[src/tlic_defines.vh]
// register offsets, field positions and vectors of the two-level interrupt controller
`ifndef TLIC_DEFINES_VH
`define TLIC_DEFINES_VH
// ----------------------------------------
// register offsets
// ----------------------------------------
`define TLIC_ENABLE0_ADDR 8'ha8
`define TLIC_ENABLE1_ADDR 8'ha9
`define TLIC_LEVEL0_ADDR 8'hb8
`define TLIC_LEVEL1_ADDR 8'hb9
// ----------------------------------------
// writable bit masks and reset values
// ----------------------------------------
`define TLIC_REG0_MASK 8'hfb
`define TLIC_LVL0_MASK 8'h7b
`define TLIC_REG1_MASK 8'h0e
`define TLIC_REG_RESET 8'h00
`define TLIC_GLOBAL_BIT 7
// ----------------------------------------
// per-source field positions
// ----------------------------------------
`define TLIC_EXT0_BIT 0
`define TLIC_TMR0_BIT 1
`define TLIC_TMR1_BIT 3
`define TLIC_SER_BIT 4
`define TLIC_TMR2_BIT 5
`define TLIC_CONV_BIT 6
`define TLIC_PWM_BIT 1
`define TLIC_BTM_BIT 2
`define TLIC_EXT2_BIT 3
// ----------------------------------------
// source index (query order) and vectors
// ----------------------------------------
`define TLIC_NSRC 9
`define TLIC_VEC_EXT0 16'h0003
`define TLIC_VEC_TMR0 16'h000b
`define TLIC_VEC_TMR1 16'h001b
`define TLIC_VEC_SER 16'h0023
`define TLIC_VEC_TMR2 16'h002b
`define TLIC_VEC_CONV 16'h0033
`define TLIC_VEC_PWM 16'h0043
`define TLIC_VEC_BTM 16'h004b
`define TLIC_VEC_EXT2 16'h0053
`endif

[src/tlic_core.v]
// two-level priority interrupt controller with core vectoring handshake
// Summary of operation
// - each source picks high or low level
// - high preempts low, never the reverse
// - same level blocked until return instruction
// - one main instruction after return before accepting
// - same level ties go lowest query number
// - current instruction completes before vectoring
// - vectoring first pushes program counter
// - then load fixed vector into program counter
// - return pops counter and drops active level
// - blocked requests stay pending, served later
// - global gate bit 7 enables all
// - enable register bit map per source
// - converter, timer2, serial enables gate requests
// - level register mirrors enable positions
// - second enable register bits 3..1
// - pwm overflow requests when enabled
// - second level register bits 3..1
// - fixed vectors and query order per source
// - timer0/1 flags cleared on response
// - external groups wake from stop
//
// Our own choice: the address-and-strobe port.
`include "tlic_defines.vh"
module tlic_core (
	input wire clock, // 100 MHz system clock
	input wire rst, // asynchronous reset, active high
	input wire [7:0] reg_addr, // register address
	input wire [7:0] reg_wdata, // register write data
	input wire reg_wr, // write strobe
	input wire reg_rd, // read strobe
	output reg [7:0] reg_rdata, // read data, cycle after strobe
	input wire ext_group0, // external group 0 request level
	input wire timer0_overflow_flag, // timer 0 overflow flag
	input wire timer1_overflow_flag, // timer 1 overflow flag
	input wire serial_flag, // serial receive/transmit flag
	input wire timer2_flag, // timer 2 overflow flag
	input wire converter_flag, // conversion complete flag
	input wire pwm_flag, // pwm overflow flag
	input wire base_timer_flag, // base timer overflow flag
	input wire ext_group2, // external group 2 request level
	input wire instr_done, // core finishes an instruction this cycle
	input wire return_from_irq_instr, // core completes return instruction
	input wire [15:0] core_pc, // current program counter
	input wire stack_done, // push or pop finished
	input wire [15:0] pop_pc, // value popped from stack
	output reg push_req, // push push_pc onto stack
	output reg [15:0] push_pc, // return address to save
	output reg pop_req, // pop return address
	output reg pc_load, // one-cycle load of pc_value
	output reg [15:0] pc_value, // vector or restored counter
	output reg [8:0] flag_ack, // per-source response pulse
	output wire timer0_flag_clr, // hardware clear of timer 0 flag
	output wire timer1_flag_clr, // hardware clear of timer 1 flag
	output wire stop_wake // wake from stop
);
	// ----------------------------------------
	// state encoding
	// ----------------------------------------
	localparam S_IDLE = 5'b00001;
	localparam S_PUSH = 5'b00010;
	localparam S_LOAD = 5'b00100;
	localparam S_POP = 5'b01000;
	localparam S_HOLD = 5'b10000;

	// ----------------------------------------
	// control registers
	// ----------------------------------------
	reg [7:0] en0_q;
	reg [7:0] en1_q;
	reg [7:0] lvl0_q;
	reg [7:0] lvl1_q;
	always @(posedge clock or posedge rst) begin
		if (rst) begin
			en0_q <= `TLIC_REG_RESET;
			en1_q <= `TLIC_REG_RESET;
			lvl0_q <= `TLIC_REG_RESET;
			lvl1_q <= `TLIC_REG_RESET;
		end else if (reg_wr) begin
			// reserved bits ignore writes
			case (reg_addr)
			`TLIC_ENABLE0_ADDR: en0_q <= reg_wdata & `TLIC_REG0_MASK;
			`TLIC_ENABLE1_ADDR: en1_q <= reg_wdata & `TLIC_REG1_MASK;
			`TLIC_LEVEL0_ADDR: lvl0_q <= reg_wdata & `TLIC_LVL0_MASK;
			`TLIC_LEVEL1_ADDR: lvl1_q <= reg_wdata & `TLIC_REG1_MASK;
			default: ;
			endcase
		end
	end

	// ----------------------------------------
	// active level state, internal only, not visible on read
	// ----------------------------------------
	reg act_hi_q;
	reg act_lo_q;
	reg [4:0] state_q;

	always @(posedge clock or posedge rst) begin
		if (rst) begin
			reg_rdata <= 8'h00;
		end else if (reg_rd) begin
			case (reg_addr)
			`TLIC_ENABLE0_ADDR: reg_rdata <= en0_q;
			`TLIC_ENABLE1_ADDR: reg_rdata <= en1_q;
			`TLIC_LEVEL0_ADDR: reg_rdata <= lvl0_q;
			`TLIC_LEVEL1_ADDR: reg_rdata <= lvl1_q;
			default: reg_rdata <= 8'h00;
			endcase
		end else begin
			reg_rdata <= 8'h00;
		end
	end

	// ----------------------------------------
	// named control fields
	// ----------------------------------------
	wire global_irq_gate;
	wire ext_group0_irq_en;
	wire timer0_irq_en;
	wire timer1_irq_en;
	wire serial_irq_en;
	wire timer2_irq_en;
	wire converter_irq_en;
	wire pwm_irq_en;
	wire base_timer_irq_en;
	wire ext_group2_irq_en;
	wire ext_group0_irq_level;
	wire timer0_irq_level;
	wire timer1_irq_level;
	wire serial_irq_level;
	wire timer2_irq_level;
	wire converter_irq_level;
	wire pwm_irq_level;
	wire base_timer_irq_level;
	wire ext_group2_irq_level;
	assign global_irq_gate = en0_q[`TLIC_GLOBAL_BIT];
	assign ext_group0_irq_en = en0_q[`TLIC_EXT0_BIT];
	assign timer0_irq_en = en0_q[`TLIC_TMR0_BIT];
	assign timer1_irq_en = en0_q[`TLIC_TMR1_BIT];
	assign serial_irq_en = en0_q[`TLIC_SER_BIT];
	assign timer2_irq_en = en0_q[`TLIC_TMR2_BIT];
	assign converter_irq_en = en0_q[`TLIC_CONV_BIT];
	assign pwm_irq_en = en1_q[`TLIC_PWM_BIT];
	assign base_timer_irq_en = en1_q[`TLIC_BTM_BIT];
	assign ext_group2_irq_en = en1_q[`TLIC_EXT2_BIT];
	assign ext_group0_irq_level = lvl0_q[`TLIC_EXT0_BIT];
	assign timer0_irq_level = lvl0_q[`TLIC_TMR0_BIT];
	assign timer1_irq_level = lvl0_q[`TLIC_TMR1_BIT];
	assign serial_irq_level = lvl0_q[`TLIC_SER_BIT];
	assign timer2_irq_level = lvl0_q[`TLIC_TMR2_BIT];
	assign converter_irq_level = lvl0_q[`TLIC_CONV_BIT];
	assign pwm_irq_level = lvl1_q[`TLIC_PWM_BIT];
	assign base_timer_irq_level = lvl1_q[`TLIC_BTM_BIT];
	assign ext_group2_irq_level = lvl1_q[`TLIC_EXT2_BIT];

	// ----------------------------------------
	// request gating, index is query order
	// ----------------------------------------
	wire [8:0] flags;
	wire [8:0] src_en;
	wire [8:0] src_lvl;
	wire gate;
	wire [8:0] req;
	assign flags = {ext_group2, base_timer_flag, pwm_flag, converter_flag, timer2_flag,
		serial_flag, timer1_overflow_flag, timer0_overflow_flag, ext_group0};
	assign src_en = {ext_group2_irq_en, base_timer_irq_en, pwm_irq_en, converter_irq_en,
		timer2_irq_en, serial_irq_en, timer1_irq_en, timer0_irq_en,
		ext_group0_irq_en};
	assign src_lvl = {ext_group2_irq_level, base_timer_irq_level, pwm_irq_level,
		converter_irq_level, timer2_irq_level, serial_irq_level, timer1_irq_level,
		timer0_irq_level, ext_group0_irq_level};
	assign gate = global_irq_gate;
	// flags are never latched here, so masked ones stay pending at the source
	assign req = flags & src_en & {9{gate}};

	// wake does not need the global gate: stop has no instruction stream
	assign stop_wake = (ext_group0 & ext_group0_irq_en) | (ext_group2 & ext_group2_irq_en);

	// ----------------------------------------
	// winner selection
	// ----------------------------------------
	wire [8:0] req_hi;
	wire [8:0] req_lo;
	wire [8:0] cand;
	reg [3:0] win_idx;
	reg win_ok;
	integer i;
	assign req_hi = req & src_lvl;
	assign req_lo = req & ~src_lvl;
	// high allowed unless a high routine runs; low only when nothing runs
	assign cand = (|req_hi & ~act_hi_q) ? req_hi :
		((~act_hi_q & ~act_lo_q) ? req_lo : 9'h000);
	always @* begin
		win_idx = 4'h0;
		win_ok = 1'b0;
		for (i = `TLIC_NSRC - 1; i >= 0; i = i - 1) begin
			if (cand[i]) begin
				win_idx = i[3:0];
				win_ok = 1'b1;
			end
		end
	end

	function [15:0] vec_of;
		input [3:0] idx;
		begin
			case (idx)
			4'h0: vec_of = `TLIC_VEC_EXT0;
			4'h1: vec_of = `TLIC_VEC_TMR0;
			4'h2: vec_of = `TLIC_VEC_TMR1;
			4'h3: vec_of = `TLIC_VEC_SER;
			4'h4: vec_of = `TLIC_VEC_TMR2;
			4'h5: vec_of = `TLIC_VEC_CONV;
			4'h6: vec_of = `TLIC_VEC_PWM;
			4'h7: vec_of = `TLIC_VEC_BTM;
			default: vec_of = `TLIC_VEC_EXT2;
			endcase
		end
	endfunction

	// ----------------------------------------
	// vectoring and return sequencer
	// ----------------------------------------
	reg [3:0] grant_q;
	reg grant_hi_q;
	// level stack: which level each nested routine runs at
	reg [1:0] nest_q;
	assign timer0_flag_clr = flag_ack[1];
	assign timer1_flag_clr = flag_ack[2];

	always @(posedge clock or posedge rst) begin
		if (rst) begin
			state_q <= S_IDLE;
			grant_q <= 4'h0;
			grant_hi_q <= 1'b0;
			act_hi_q <= 1'b0;
			act_lo_q <= 1'b0;
			nest_q <= 2'b00;
			push_req <= 1'b0;
			push_pc <= 16'h0000;
			pop_req <= 1'b0;
			pc_load <= 1'b0;
			pc_value <= 16'h0000;
			flag_ack <= 9'h000;
		end else begin
			pc_load <= 1'b0;
			flag_ack <= 9'h000;
			case (state_q)
			S_IDLE: begin
				if (return_from_irq_instr && (act_hi_q || act_lo_q)) begin
					pop_req <= 1'b1;
					state_q <= S_POP;
				end else if (win_ok && instr_done) begin
					// take only at an instruction boundary
					grant_q <= win_idx;
					grant_hi_q <= src_lvl[win_idx];
					push_req <= 1'b1;
					push_pc <= core_pc;
					flag_ack[win_idx] <= 1'b1;
					state_q <= S_PUSH;
				end
			end
			S_PUSH: begin
				if (stack_done) begin
					push_req <= 1'b0;
					state_q <= S_LOAD;
				end
			end
			S_LOAD: begin
				pc_load <= 1'b1;
				pc_value <= vec_of(grant_q);
				if (grant_hi_q) begin
					act_hi_q <= 1'b1;
				end else begin
					act_lo_q <= 1'b1;
				end
				nest_q <= {nest_q[0], grant_hi_q};
				state_q <= S_IDLE;
			end
			S_POP: begin
				if (stack_done) begin
					pop_req <= 1'b0;
					pc_load <= 1'b1;
					pc_value <= pop_pc;
					// the innermost routine's level is released
					if (nest_q[0]) begin
						act_hi_q <= 1'b0;
					end else begin
						act_lo_q <= 1'b0;
					end
					nest_q <= {1'b0, nest_q[1]};
					state_q <= S_HOLD;
				end
			end
			S_HOLD: begin
				// one main-program instruction must finish first
				if (instr_done) begin
					state_q <= S_IDLE;
				end
			end
			default: state_q <= S_IDLE;
			endcase
		end
	end
endmodule

[config.mk]
export PLATFORM = sky130hd
export DESIGN_NAME = tlic_core
export DESIGN_NICKNAME = d
export VERILOG_FILES = /design/src/tlic_core.v
export VERILOG_INCLUDE_DIRS = /design/src /design/src/src
export SDC_FILE = /design/constraint.sdc
export NUM_CORES = 1
export LEC_CHECK = 0
export BUFFER_PORTS_ARGS = -buffer_cell sky130_fd_sc_hd__buf_2
export CAP_MARGIN = 15
export CORE_ASPECT_RATIO = 0.8
export CORE_MARGIN = 2
export CORE_UTILIZATION = 50
export CTS_BUF_LIST = sky130_fd_sc_hd__clkbuf_4 sky130_fd_sc_hd__clkbuf_8 sky130_fd_sc_hd__clkbuf_16
export DETAILED_ROUTE_END_ITERATION = 7
export PLACE_DENSITY = 0.78
export REMOVE_ABC_BUFFERS = 1
export SLEW_MARGIN = 10
export SYNTH_ARGS = -nofsm -noshare
export SYNTH_HDL_FRONTEND = slang
export SYNTH_SLANG_ARGS = --single-unit
[constraint.sdc]
create_clock -name clock -period 8.3 [get_ports clock]
set_clock_uncertainty 0.1 [all_clocks]
set_input_delay 1.66 -clock clock [delete_from_list [all_inputs] [get_ports clock]]
set_output_delay 1.66 -clock clock [all_outputs]
set_load 0.02 [all_outputs]
=== Word level (Yosys, flattened, before mapping) ===
Memory sizes are Yosys's and may differ from the RTL's.
Cells that the tools add are included.
Widths: inputs -> output; s select.

* Order comparisons: 2
* Equal/unequal tests: 20
* Mux-type cells: 56
* Bitwise operators: 13
* Reduce and logical (&&, ||, !) cells: 19

{| class="wikitable"
|+ Operators with widths
! cell !! number
|-
| $mux 9 || 5
|-
| $and 9x9->9 || 4
|-
| $mux 4 || 9
|-
| $eq 8x8->1 const B || 4
|-
| $mux 16 || 2
|-
| $pmux 16 s2 || 1
|-
| $pmux 8 s4 || 1
|-
| $mux 5 || 5
|-
| $mux 1 || 22
|-
| $ne 2x2->1 const B || 10
|-
| $pmux 5 s4 || 1
|-
| $reduce_and 4->1 || 4
|-
| $pmux 1 s2 || 5
|-
| $reduce_and 2->1 || 5
|-
| $not 9->9 || 1
|-
| $reduce_or 9->1 || 1
|-
| $mux 8 || 1
|-
| $reduce_and 3->1 || 2
|-
| $reduce_bool 2->1 || 3
|-
| $eq 5x1->1 const B || 1
|-
| $eq 5x2->1 const B || 1
|-
| $eq 5x3->1 const B || 1
|-
| $eq 5x4->1 const B || 1
|-
| $eq 5x5->1 const B || 1
|-
| 12 further kinds || 19
|}

* Register bits after elaboration: 85
* ROM bits: 32
* Input port bits: 64
* Output and inout bits: 55
* Logic and storage cells: 128
* Memories: 1

{| class="wikitable"
|+ Memory list
! name !! depth !! bits a word !! rd ports !! clocked after memory_dff !! wr ports !! line !! RTL
|-
| (name not given) || 8 || 4 || 1 || 0 || 0 || tlic_core.v:208 || <nowiki>case (idx)</nowiki>
|}

=== Depth between registers and ports, before layout ===
Gate-level depths: netlist of the first run.

* Depth after elaboration: 22
* Mapped depth: 11
* Mapped depth without buffers: 8

=== Worst setup path after synthesis of the first run ===
Ideal clock, no wire load.

* Path kind: in2reg
* From: input port timer2_flag
* To: register grant_hi_q
* Library setup time: 0.131 ns
* Arrival: 3.673 ns
* Slack: 4.397 ns
* Cell stages on the path: 8
* Path through: nand3_1 -> nand4_1 -> or4_4 -> and3b_4 -> o32ai_4 -> mux4_1 -> nand3_1 -> nand3_1

* Cells in the longest elaborated chain, start to end: 17
* Elaborated cells between the ends (all ways): 30

{| class="wikitable"
|+ Ends and longest elaborated chain
! item !! line !! RTL
|-
| start: declaration || tlic_core.v:38 || <nowiki>input wire timer2_flag,</nowiki>
|-
| $and 9x9->9 (*) (2 in series) || tlic_core.v:175 || <nowiki>assign req = flags & src_en & {9{gate}};</nowiki>
|-
| $and 9x9->9 || tlic_core.v:189 || <nowiki>assign req_hi = req & src_lvl;</nowiki>
|-
| $reduce_or 9->1 || tlic_core.v:192 || <nowiki>assign cand = (|req_hi & ~act_hi_q) ? req_hi :</nowiki>
|-
| $and 1x1->1 || tlic_core.v:192 ||
|-
| $mux 9 (*) || tlic_core.v:192 ||
|-
| $mux 4 or $mux 1 (tied branches) (9 in series) || tlic_core.v:198 || <nowiki>if (cand[i]) begin</nowiki>
|-
| $bmux 1 s4 or $logic_and 1x1->1 (tied branches) || tlic_core.v:257, tlic_core.v:254 ||
|-
| $mux 1 (not written as such) or $reduce_and 3->1 (tied branches) || - ||
|-
| end signal: assignment || tlic_core.v:257 || <nowiki>grant_hi_q <= src_lvl[win_idx];</nowiki>
|-
| end: declaration || tlic_core.v:226 || <nowiki>reg grant_hi_q;</nowiki>
|}

Mark *: on every way between the ends. The rest lies on a longest branch, timed or not. The select of a mux whose other input is x is not followed.
A chain may end at the register's enable or synchronous reset.

=== Worst setup path in the final report of the first run ===
* From: input port timer2_flag
* To: register push_pc[4]

* Cells in the longest elaborated chain, start to end: 17
* Elaborated cells between the ends (all ways): 19

{| class="wikitable"
|+ Ends and longest elaborated chain
! item !! line !! RTL
|-
| $and 9x9->9 (*) (2 in series) || tlic_core.v:175 ||
|-
| $and 9x9->9 || tlic_core.v:189 ||
|-
| $reduce_or 9->1 || tlic_core.v:192 ||
|-
| $and 1x1->1 || tlic_core.v:192 ||
|-
| $mux 9 (*) || tlic_core.v:192 ||
|-
| $mux 1 (8 in series) || tlic_core.v:198 ||
|-
| $mux 1 (*) || tlic_core.v:198 ||
|-
| $logic_and 1x1->1 (*) || tlic_core.v:254 || <nowiki>end else if (win_ok && instr_done) begin</nowiki>
|-
| $reduce_and 3->1 (no source line) (*) || - ||
|-
| end signal: assignment || tlic_core.v:259 || <nowiki>push_pc <= core_pc;</nowiki>
|-
| end: declaration || tlic_core.v:49 || <nowiki>output reg [15:0] push_pc,</nowiki>
|}

Mark *: on every way between the ends. The rest lies on a longest branch, timed or not.

==> key figures, run 1 <==
Yosys
  – Yosys Warn Count: 0
  – Avg Cell Area, Syn: 10.87 µm²
  – Sequential-to-total area share from yosys stat: 53.64%
  – Mapped Cells: 365
  – Synthesized flop and latch total: 85
  – Synth top area share: 52.98%
  – Syn Std Cell Area: 3968 µm²
  – Number of distinct library cells after synthesis: 54
  – Main synth FF type: dfrtp_1
  – Yosys top cell by area: dfrtp_1
  – Post-synth ARST share: 100.0%
  – Post-synth EDFFs: 0
  – Area contributors post-synth: dfrtp_1 (53%), mux2_2 (9.6%), nand2_1 (4.7%)

Pwr
  – Seq pwr share: 50.7%
  – Comb power frac: 21.7%
  – Switching part of the total power: 32.69%
  – Clock power frac: 27.6%
  – Leakage power: 2.556 nW
  – VDD IR max: 0.09093 mV
  – Cell Pwr Density: 202.1 nW/µm²
  – Switching power: 0.0003201 W
  – Cell-internal power: 0.0006590 W

Critical path
  – Setup crit start kind: input port
  – Reg2reg end: push_pc[4]$_DFFE_PP0P_
  – Worst R2R Path Depth: 7
  – CP max stage delay: 0.55 ns
  – WP depth: 8
  – Data required, critical path: 8.44 ns
  – Crit. Startpoint: timer2_flag
  – CP Capture Type: register
  – Critical Path Sink: push_pc[4]$_DFFE_PP0P_
  – WP data arrival: 4.10 ns
  – Top delay family on crit path: simple AND/OR/NAND/NOR gates
  – Crit-path max FO: 25
  – WS Path Type: input port to register
  – Worst Path Buf+Inv: 1
  – Reg2reg setup slack: 5.25 ns
  – Worst r2r src: lvl1_q[1]$_DFFE_PP0P_
  – Worst-path cell chain: buf_2 -> nand3_1 -> nand4_1 -> or4_4 -> o21ai_0 -> or3_1 -> nand2b_1 -> mux2_1
  – Crit-path slowest cell: or4_4

Final layout
  – Ant. Diodes: 0
  – P&R area growth vs syn: 22.11%
  – Area occupied by multi-input gates: 1734 µm²
  – Nets: 549
  – Share of layout cells above drive strength 1: 37.78%
  – Register area: 2128 µm²
  – Fill count: 680
  – Non-Filler Instances: 595

Placed design
  – DP Cell Count: 578
  – PortBufs: 118
  – Gpl congestion: 0.9198
  – HPWL Detailed: 6956 µm
  – Pre-CTS WS: 3.906 ns

Run status
  – Status: completed

Route
  – Detailed-router iteration count before antenna repair: 4
  – Number of remaining DRC errors: 0
  – DR vias: 3269
  – ANT nets after route: 0
  – Drt wl/cell: 15.90 µm
  – Routed wire length: 9462 µm
  – Via density: 5.494
  – 1st-iter DRT viols: 142

Clocking
  – Cts hold-fix bufs: 0
  – Clk_lat worst skew: 0.35 ns
  – Max Root-Sink Buffers: 2
  – Cts repair resizes: 0
  – CTS Sinks: 85
  – Htree depth: 3
  – Num CTS Buffers: 9
  – Post-CTS Setup Bufs: 0
  – Clk pin slew, worst setup/hold paths: 0.08 ns
  – CTS tree: built
  – Clock root buffer: clkbuf_8

STA
  – # setup viols final: 0
  – Max-slew violations: 0
  – Final worst-path cycle share: 47.76%
  – Least-Margin Pin Slew: 0.9880 ns
  – Minimum clock period: 3.964 ns
  – Setup tns final: 0 ns
  – FMAX: 0.2523 GHz
  – RSZ-0062 raised after global routing: false
  – Final hold vios: 0
  – Final WS setup: 4.336 ns
  – Slew headroom: 34.13%

Floorplanning
  – Ports: 119
  – Total core area: 7801 µm²
  – Full die area: 8668 µm²
  – Die Ht: 83.68 µm
  – Chip width: 103.6 µm
  – Initial Util: 50.86%
  – Row cnt: 29

Global route
  – Vias in the first global route: 3173
  – Initial antenna violation count: 0
  – Pin count of the biggest net entering global routing: 86
  – Congestion Overflow GR: 0
  – All-Layer GR Usage: 22.68%
  – First-pass GRT wire length: 15600 µm

Worst hold path
  – Hold Crit Class: register to register

Job
  – Max cap viols: 0
[worst register-to-register path, stage by stage (launching register included)]
cell and delay (ns):
dfrtp_1 0.46, nand3_1 0.16, nand4_1 0.15, or4_4 0.55, o21ai_0 0.28, or3_1 0.18, nand2b_1 0.51, mux2_1 0.53
[final cells by class]
cell class | count | area share [%]
clock buffers | 10 | 2.841
well taps | 108 | 2.789
flip-flops and latches | 85 | 43.93
inverters | 10 | 0.8006
multi-input cells | 256 | 35.80
clock inverters | 6 | 0.9298
repair buffers | 120 | 12.91
[registers in the layout, summed over array words and instances (netlist names)]
| register | count |
|---|---|
| act_lo_q | 1 |
| push_pc | 16 |
| state_q | 5 |
| en0_q | 7 |
| flag_ack | 9 |
| reg_rdata | 8 |
| grant_q | 4 |
| lvl1_q | 3 |
| act_hi_q | 1 |
| en1_q | 3 |
| pc_load | 1 |
| nest_q | 2 |
| pc_value | 16 |
| grant_hi_q | 1 |
| push_req | 1 |
| pop_req | 1 |
| lvl0_q | 6 |
[synthesized netlist by cell type (2+ instances only)]
cell / n
a22oi_1: 2
buf_4: 2
and3_2: 2
dfrtp_1: 84
mux2_2: 34
nor2_1: 26
or3_1: 2
a21o_1: 2
o21ai_0: 25
o22ai_1: 2
clkbuf_1: 7
mux4_2: 3
nand3b_1: 7
nand4_1: 3
o31ai_1: 4
inv_1: 9
a31oi_1: 6
nand2_1: 50
nand2b_1: 2
a21oi_1: 10
ha_1: 3
nand4b_1: 2
nor3b_1: 3
buf_2: 3
mux2i_1: 5
nor2b_1: 4
nand3_1: 13
and3_1: 8
a22o_1: 3
nor3_1: 15
[per-stage QoR]
step                      hold slack (ns)  utilization, %  total power [W]  cell area (µm²)
after floorplan                    0.3657               -        0.0006313             3896
after global placement             0.3597           59.41        0.0007079             4634
after detailed placement           0.3692           59.41        0.0007154             4634
after CTS                          0.3917           61.75        0.0009866             4817
after global routing               0.4253           62.10         0.001032             4845
final                              0.3859           62.10        0.0009791             4845
[worst min path at each step]
stage / endpoint / cells past startpoint / start
floorplan: nest_q[1]$_DFFE_PP0P_ / 1 / nest_q[1]$_DFFE_PP0P_
global placement: pc_value[6]$_DFFE_PP0P_ / 2 / pc_value[6]$_DFFE_PP0P_
detailed placement: pc_value[6]$_DFFE_PP0P_ / 2 / pc_value[6]$_DFFE_PP0P_
CTS: pc_value[6]$_DFFE_PP0P_ / 2 / pc_value[6]$_DFFE_PP0P_
global route: push_pc[8]$_DFFE_PP0P_ / 1 / push_pc[8]$_DFFE_PP0P_
finish: pc_value[13]$_DFFE_PP0P_ / 2 / pc_value[13]$_DFFE_PP0P_
[layer usage]
layer | track usage (%) | part of all wire (%) | vias up
met5 | 0 | 0 | -
met3 | 5.074 | 6.0 | 16
met2 | 34.80 | 46 | 113
met4 | 7.125 | 2.0 | 0
li1 | - | - | 1546
met1 | 32.47 | 46 | 1594
[cell usage in the layout (no fill, tap or decap), drive strengths merged, types with 2 or more instances in the layout]
cell type / instances
or3: 2
o21ai: 25
mux4: 4
nor2b: 4
ha: 3
mux2: 35
nand4: 3
clkinv: 3
mux2i: 5
nand3: 14
nand4b: 2
nand2: 50
inv: 10
nor2: 26
o31ai: 4
clkbuf: 10
nand3b: 7
dfrtp: 84
o32ai: 2
nor3b: 3
a21oi: 10
buf: 120
a21o: 2
clkinvlp: 3
o22ai: 2
a22o: 3
a31oi: 6
and3: 10
a22oi: 2
nand2b: 2
and3b: 2
nor3: 15
[power by group through the flow]
stage / Sequential, W / Combinational [W] / Clock (W)
floorplan: 0.000534 / 0.0000977 / 0
global placement: 0.000501 / 0.000207 / 0
detailed placement: 0.000504 / 0.000211 / 0
CTS: 0.000496 / 0.000211 / 0.000279
global route: 0.000503 / 0.000235 / 0.000293
finish: 0.000497 / 0.000212 / 0.000270
[kinds of logic (layout without fill, tap and decap cells)]
| group | after synthesis | in the layout | synth area share (%) |
|---|---|---|---|
| adder cells (fa/ha/maj) | 3 | 3 | 0.9462 |
| flip-flops | 85 | 85 | 53.64 |
| buffers and inverters | 24 | 146 | 2.743 |
| multiplexers | 44 | 44 | 13.56 |
| AND/OR/NAND/NOR | 145 | 145 | 18.26 |
| XOR/XNOR | 1 | 1 | 0.2208 |
| AO/OA/AOI/OAI | 63 | 63 | 10.63 |
Power figures use the tool's default switching activity.
==> inputs of run 2 (changes only) <==
ABC_AREA = 1   (was default)
clock period = 3.7 ns   (was 8.3 ns; I/O delays follow)
==> run 2 against run 1 <==
Compared with the run above:
- worst setup slack worse by 3.6 ns
- flip-flop and latch count stayed put
- cell count is 23% higher
- critical path depth is 10 higher
- sequential power grew to 2.7 times the previous value
- first-iteration DRC count is 59% higher
- area after synthesis is 2.1% higher
- sequential share of layout area is 0.73 points lower
- power grew to 3.3 times the previous value
- via count is 15% higher
- combinational power grew to 6.2 times the previous value
- critical path type is now register to register
- critical endpoint is now grant_hi_q$_DFFE_PP0P_
==> key figures, run 2 <==
Floorplanning
  – Full die area: 8843 µm² (was 8668 µm²)
  – Initial Util: 51.22% (was 50.86%)
  – Chip width: 104.6 µm (was 103.6 µm)
  – Row cnt: 29 (unchanged)
  – Total core area: 7910 µm² (was 7801 µm²)
  – Die Ht: 84.51 µm (was 83.68 µm)
  – Ports: 119 (unchanged)

Clocking
  – Clk_lat worst skew: 0.35 ns (about the same)
  – Max Root-Sink Buffers: 2 (unchanged)
  – Cts hold-fix bufs: 0 (unchanged)
  – Cts repair resizes: 0 (unchanged)
  – Clk pin slew, worst setup/hold paths: 0.09 ns (was 0.08 ns)
  – Clock root buffer: clkbuf_8 (unchanged)
  – CTS tree: built (unchanged)
  – Num CTS Buffers: 9 (unchanged)
  – Post-CTS Setup Bufs: 0 (unchanged)
  – CTS Sinks: 85 (unchanged)
  – Htree depth: 3 (unchanged)

Yosys
  – Avg Cell Area, Syn: 8.201 µm² (was 10.87 µm²)
  – Number of distinct library cells after synthesis: 38 (was 54)
  – Syn Std Cell Area: 4051 µm² (was 3968 µm²)
  – Main synth FF type: dfrtp_1 (unchanged)
  – Post-synth ARST share: 100.0% (unchanged)
  – Area contributors post-synth: dfrtp_1 (52%), nand2_1 (15%), inv_1 (5.2%) (was dfrtp_1 (53%), mux2_2 (9.6%), nand2_1 (4.7%))
  – Mapped Cells: 494 (was 365)
  – Post-synth top cells: nand2_1 (158), dfrtp_1 (84), inv_1 (56), nor2_1 (45), nand3_1 (30) (was dfrtp_1 (84), nand2_1 (50), mux2_2 (34), nor2_1 (26), o21ai_0 (25))
  – Most frequent cell after synthesis: nand2_1 (was dfrtp_1)
  – Sequential-to-total area share from yosys stat: 52.53% (was 53.64%)
  – Synth top area share: 51.88% (was 52.98%)
  – Yosys top cell by area: dfrtp_1 (unchanged)
  – Post-synth EDFFs: 0 (unchanged)
  – Yosys Warn Count: 0 (unchanged)
  – Synthesized flop and latch total: 85 (unchanged)

Critical path
  – Setup crit start kind: register (was input port)
  – Crit-path slowest cell: dfrtp_1 (was or4_4)
  – Crit. Startpoint: en0_q[7]$_DFFE_PP0P_ (was timer2_flag)
  – Data required, critical path: 3.89 ns (was 8.44 ns)
  – CP Capture Type: register (unchanged)
  – Crit-path max FO: 26 (was 25)
  – WS Path Type: register to register (was input port to register)
  – WP data arrival: 3.10 ns (was 4.10 ns)
  – Worst r2r src: en0_q[7]$_DFFE_PP0P_ (was lvl1_q[1]$_DFFE_PP0P_)
  – CP max stage delay: 0.64 ns (was 0.55 ns)
  – Worst-path cell chain: nand3_1 -> nor2_1 -> nor2_1 -> nand3_2 -> nand2_4 -> inv_2 -> nand2_1 -> o21ai_1 -> nor2_1 -> nand2_1 -> nor2_2 -> nand2_2 -> nand3_4 -> nor2_4 -> nand2_2 -> inv_2 -> nand2_1 -> nand3_1 (was buf_2 -> nand3_1 -> nand4_1 -> or4_4 -> o21ai_0 -> or3_1 -> nand2b_1 -> mux2_1)

Final layout
  – Most common cell after layout, fill and taps aside: nand2_1 (was buf_2)
  – Ant. Diodes: 0 (unchanged)
  – Post-route cell area: 4926 µm² (was 4845 µm²)
  – Fill count: 744 (was 680)
  – Nets: 683 (was 549)
  – Non-Filler Instances: 729 (was 595)
  – Share of layout cells above drive strength 1: 26.25% (was 37.78%)
  – Biggest regs: pc_value x16, push_pc x16, flag_ack x9 (unchanged)
  – Most frequent cells in the layout: nand2_1 (158), buf_2 (118), dfrtp_1 (84) (was buf_2 (118), dfrtp_1 (84), nand2_1 (50))
  – P&R area growth vs syn: 21.59% (was 22.11%)

Route
  – Number of remaining DRC errors: 0 (unchanged)
  – DR vias: 3748 (was 3269)
  – Detailed-router iteration count before antenna repair: 4 (unchanged)
  – ANT nets after route: 0 (unchanged)
  – Routed wire length: 10050 µm (was 9462 µm)
  – Drt wl/cell: 13.78 µm (was 15.90 µm)
  – 1st-iter DRT viols: 226 (was 142)
  – Via density: 5.141 (was 5.494)

Job
  – Max cap viols: 0 (unchanged)

Placed design
  – PortBufs: 118 (unchanged)
  – Pre-CTS WS: 0.7403 ns (was 3.906 ns)
  – HPWL Detailed: 7582 µm (was 6956 µm)
  – Placed Area: 4746 µm² (was 4634 µm²)
  – Gpl congestion: 0.9906 (was 0.9198)
  – DP Cell Count: 713 (was 578)

Global route
  – First-pass GRT wire length: 16810 µm (was 15600 µm)
  – Vias in the first global route: 3699 (was 3173)
  – Initial antenna violation count: 0 (unchanged)
  – Congestion Overflow GR: 0 (unchanged)
  – Pin count of the biggest net entering global routing: 41 (was 86)
  – All-Layer GR Usage: 23.65% (was 22.68%)

Run status
  – Status: completed (unchanged)

STA
  – Final WS setup: 0.7836 ns (was 4.336 ns)
  – Final worst-path cycle share: 78.82%
  – Setup tns final: 0 ns (unchanged)
  – Slew headroom: 51.37% (was 34.13%)
  – Least-Margin Pin Slew: 0.7268 ns (was 0.9880 ns)
  – FMAX: 0.3429 GHz
  – RSZ-0062 raised after global routing: false (unchanged)
  – # setup viols final: 0 (unchanged)
  – Final hold vios: 0 (unchanged)
  – Max-slew violations: 0 (unchanged)
  – Minimum clock period: 2.916 ns

Worst hold path
  – Hold Crit Class: input port to asynchronous set/reset pin (was register to register)

Pwr
  – Cell Pwr Density: 658.5 nW/µm² (was 202.1 nW/µm²)
  – Leakage power: 2.751 nW (was 2.556 nW)
  – VDD IR max: 0.3102 mV (was 0.09093 mV)
run 2: cells by family after synthesis:
group | after synthesis | share of synthesized area [%]
adder cells (fa/ha/maj) | 3 | 0.9266
buffers and inverters | 70 | 7.288
AO/OA/AOI/OAI | 60 | 8.092
AND/OR/NAND/NOR | 266 | 28.38
multiplexers | 10 | 2.780
flip-flops | 85 | 52.53
run 2: metal layers:
layer	part of all wire [%]	wire [µm]	track usage, %
met1	45	4515	32.18
met2	47	4764	38.92
met3	6.9	689	4.814
met4	0.79	79	6.788
met5	0	0	0
run 2: critical path: cells and delay by family, from the launching register on:
| family | cells | cell delay, ns |
|---|---|---|
| AO/OA/AOI/OAI | 1 | 0.13 |
| flip-flops | 1 | 0.64 |
| AND/OR/NAND/NOR | 15 | 1.81 |
| buffers and inverters | 2 | 0.17 |
run 2: worst paths after layout:
kind,slack (ns),depth (start not counted),end
worst min-delay path,0.36,2,pc_value[15]$_DFFE_PP0P_
worst min register to register,0.38,2,pc_value[1]$_DFFE_PP0P_
worst max register to register,0.78,18,grant_hi_q$_DFFE_PP0P_
worst max-delay path,0.78,18,grant_hi_q$_DFFE_PP0P_
min in group clock,0.38,2,pc_value[1]$_DFFE_PP0P_
max in group asynchronous,2.35,3,lvl1_q[2]$_DFFE_PP0P_
run 2: power by group:
group / leakage [nW] / switching, W / internal (W) / total [W]
logic: 1.58 / 0.000885 / 0.000421 / 0.00131
clock network: 0.0906 / 0.000348 / 0.000252 / 0.000600
registers: 1.08 / 0.000153 / 0.00118 / 0.00134
run 2: cell type report:
cell class | instances | area, µm² | area share [%]
Sequential cell | 85 | 2128 | 43.21
Multi-Input combinational cell | 339 | 1637 | 33.22
Timing Repair Buffer | 122 | 620.6 | 12.60
Inverter | 59 | 225.2 | 4.572
Tap cell | 108 | 135.1 | 2.743
Clock buffer | 9 | 123.9 | 2.515
Clock inverter | 7 | 56.30 | 1.143
run 2: stage by stage:
stage / util, % / total power [W] / hold slack (ns)
2_1_floorplan: - / 0.002221 / 0.3902
6_report: 62.27 / 0.003244 / 0.3556
3_5_place_dp: 60.00 / 0.002663 / 0.3621
4_1_cts: 62.27 / 0.003269 / 0.3671
5_1_grt: 62.27 / 0.003493 / 0.3980
3_3_place_gp: 60.00 / 0.002607 / 0.3482
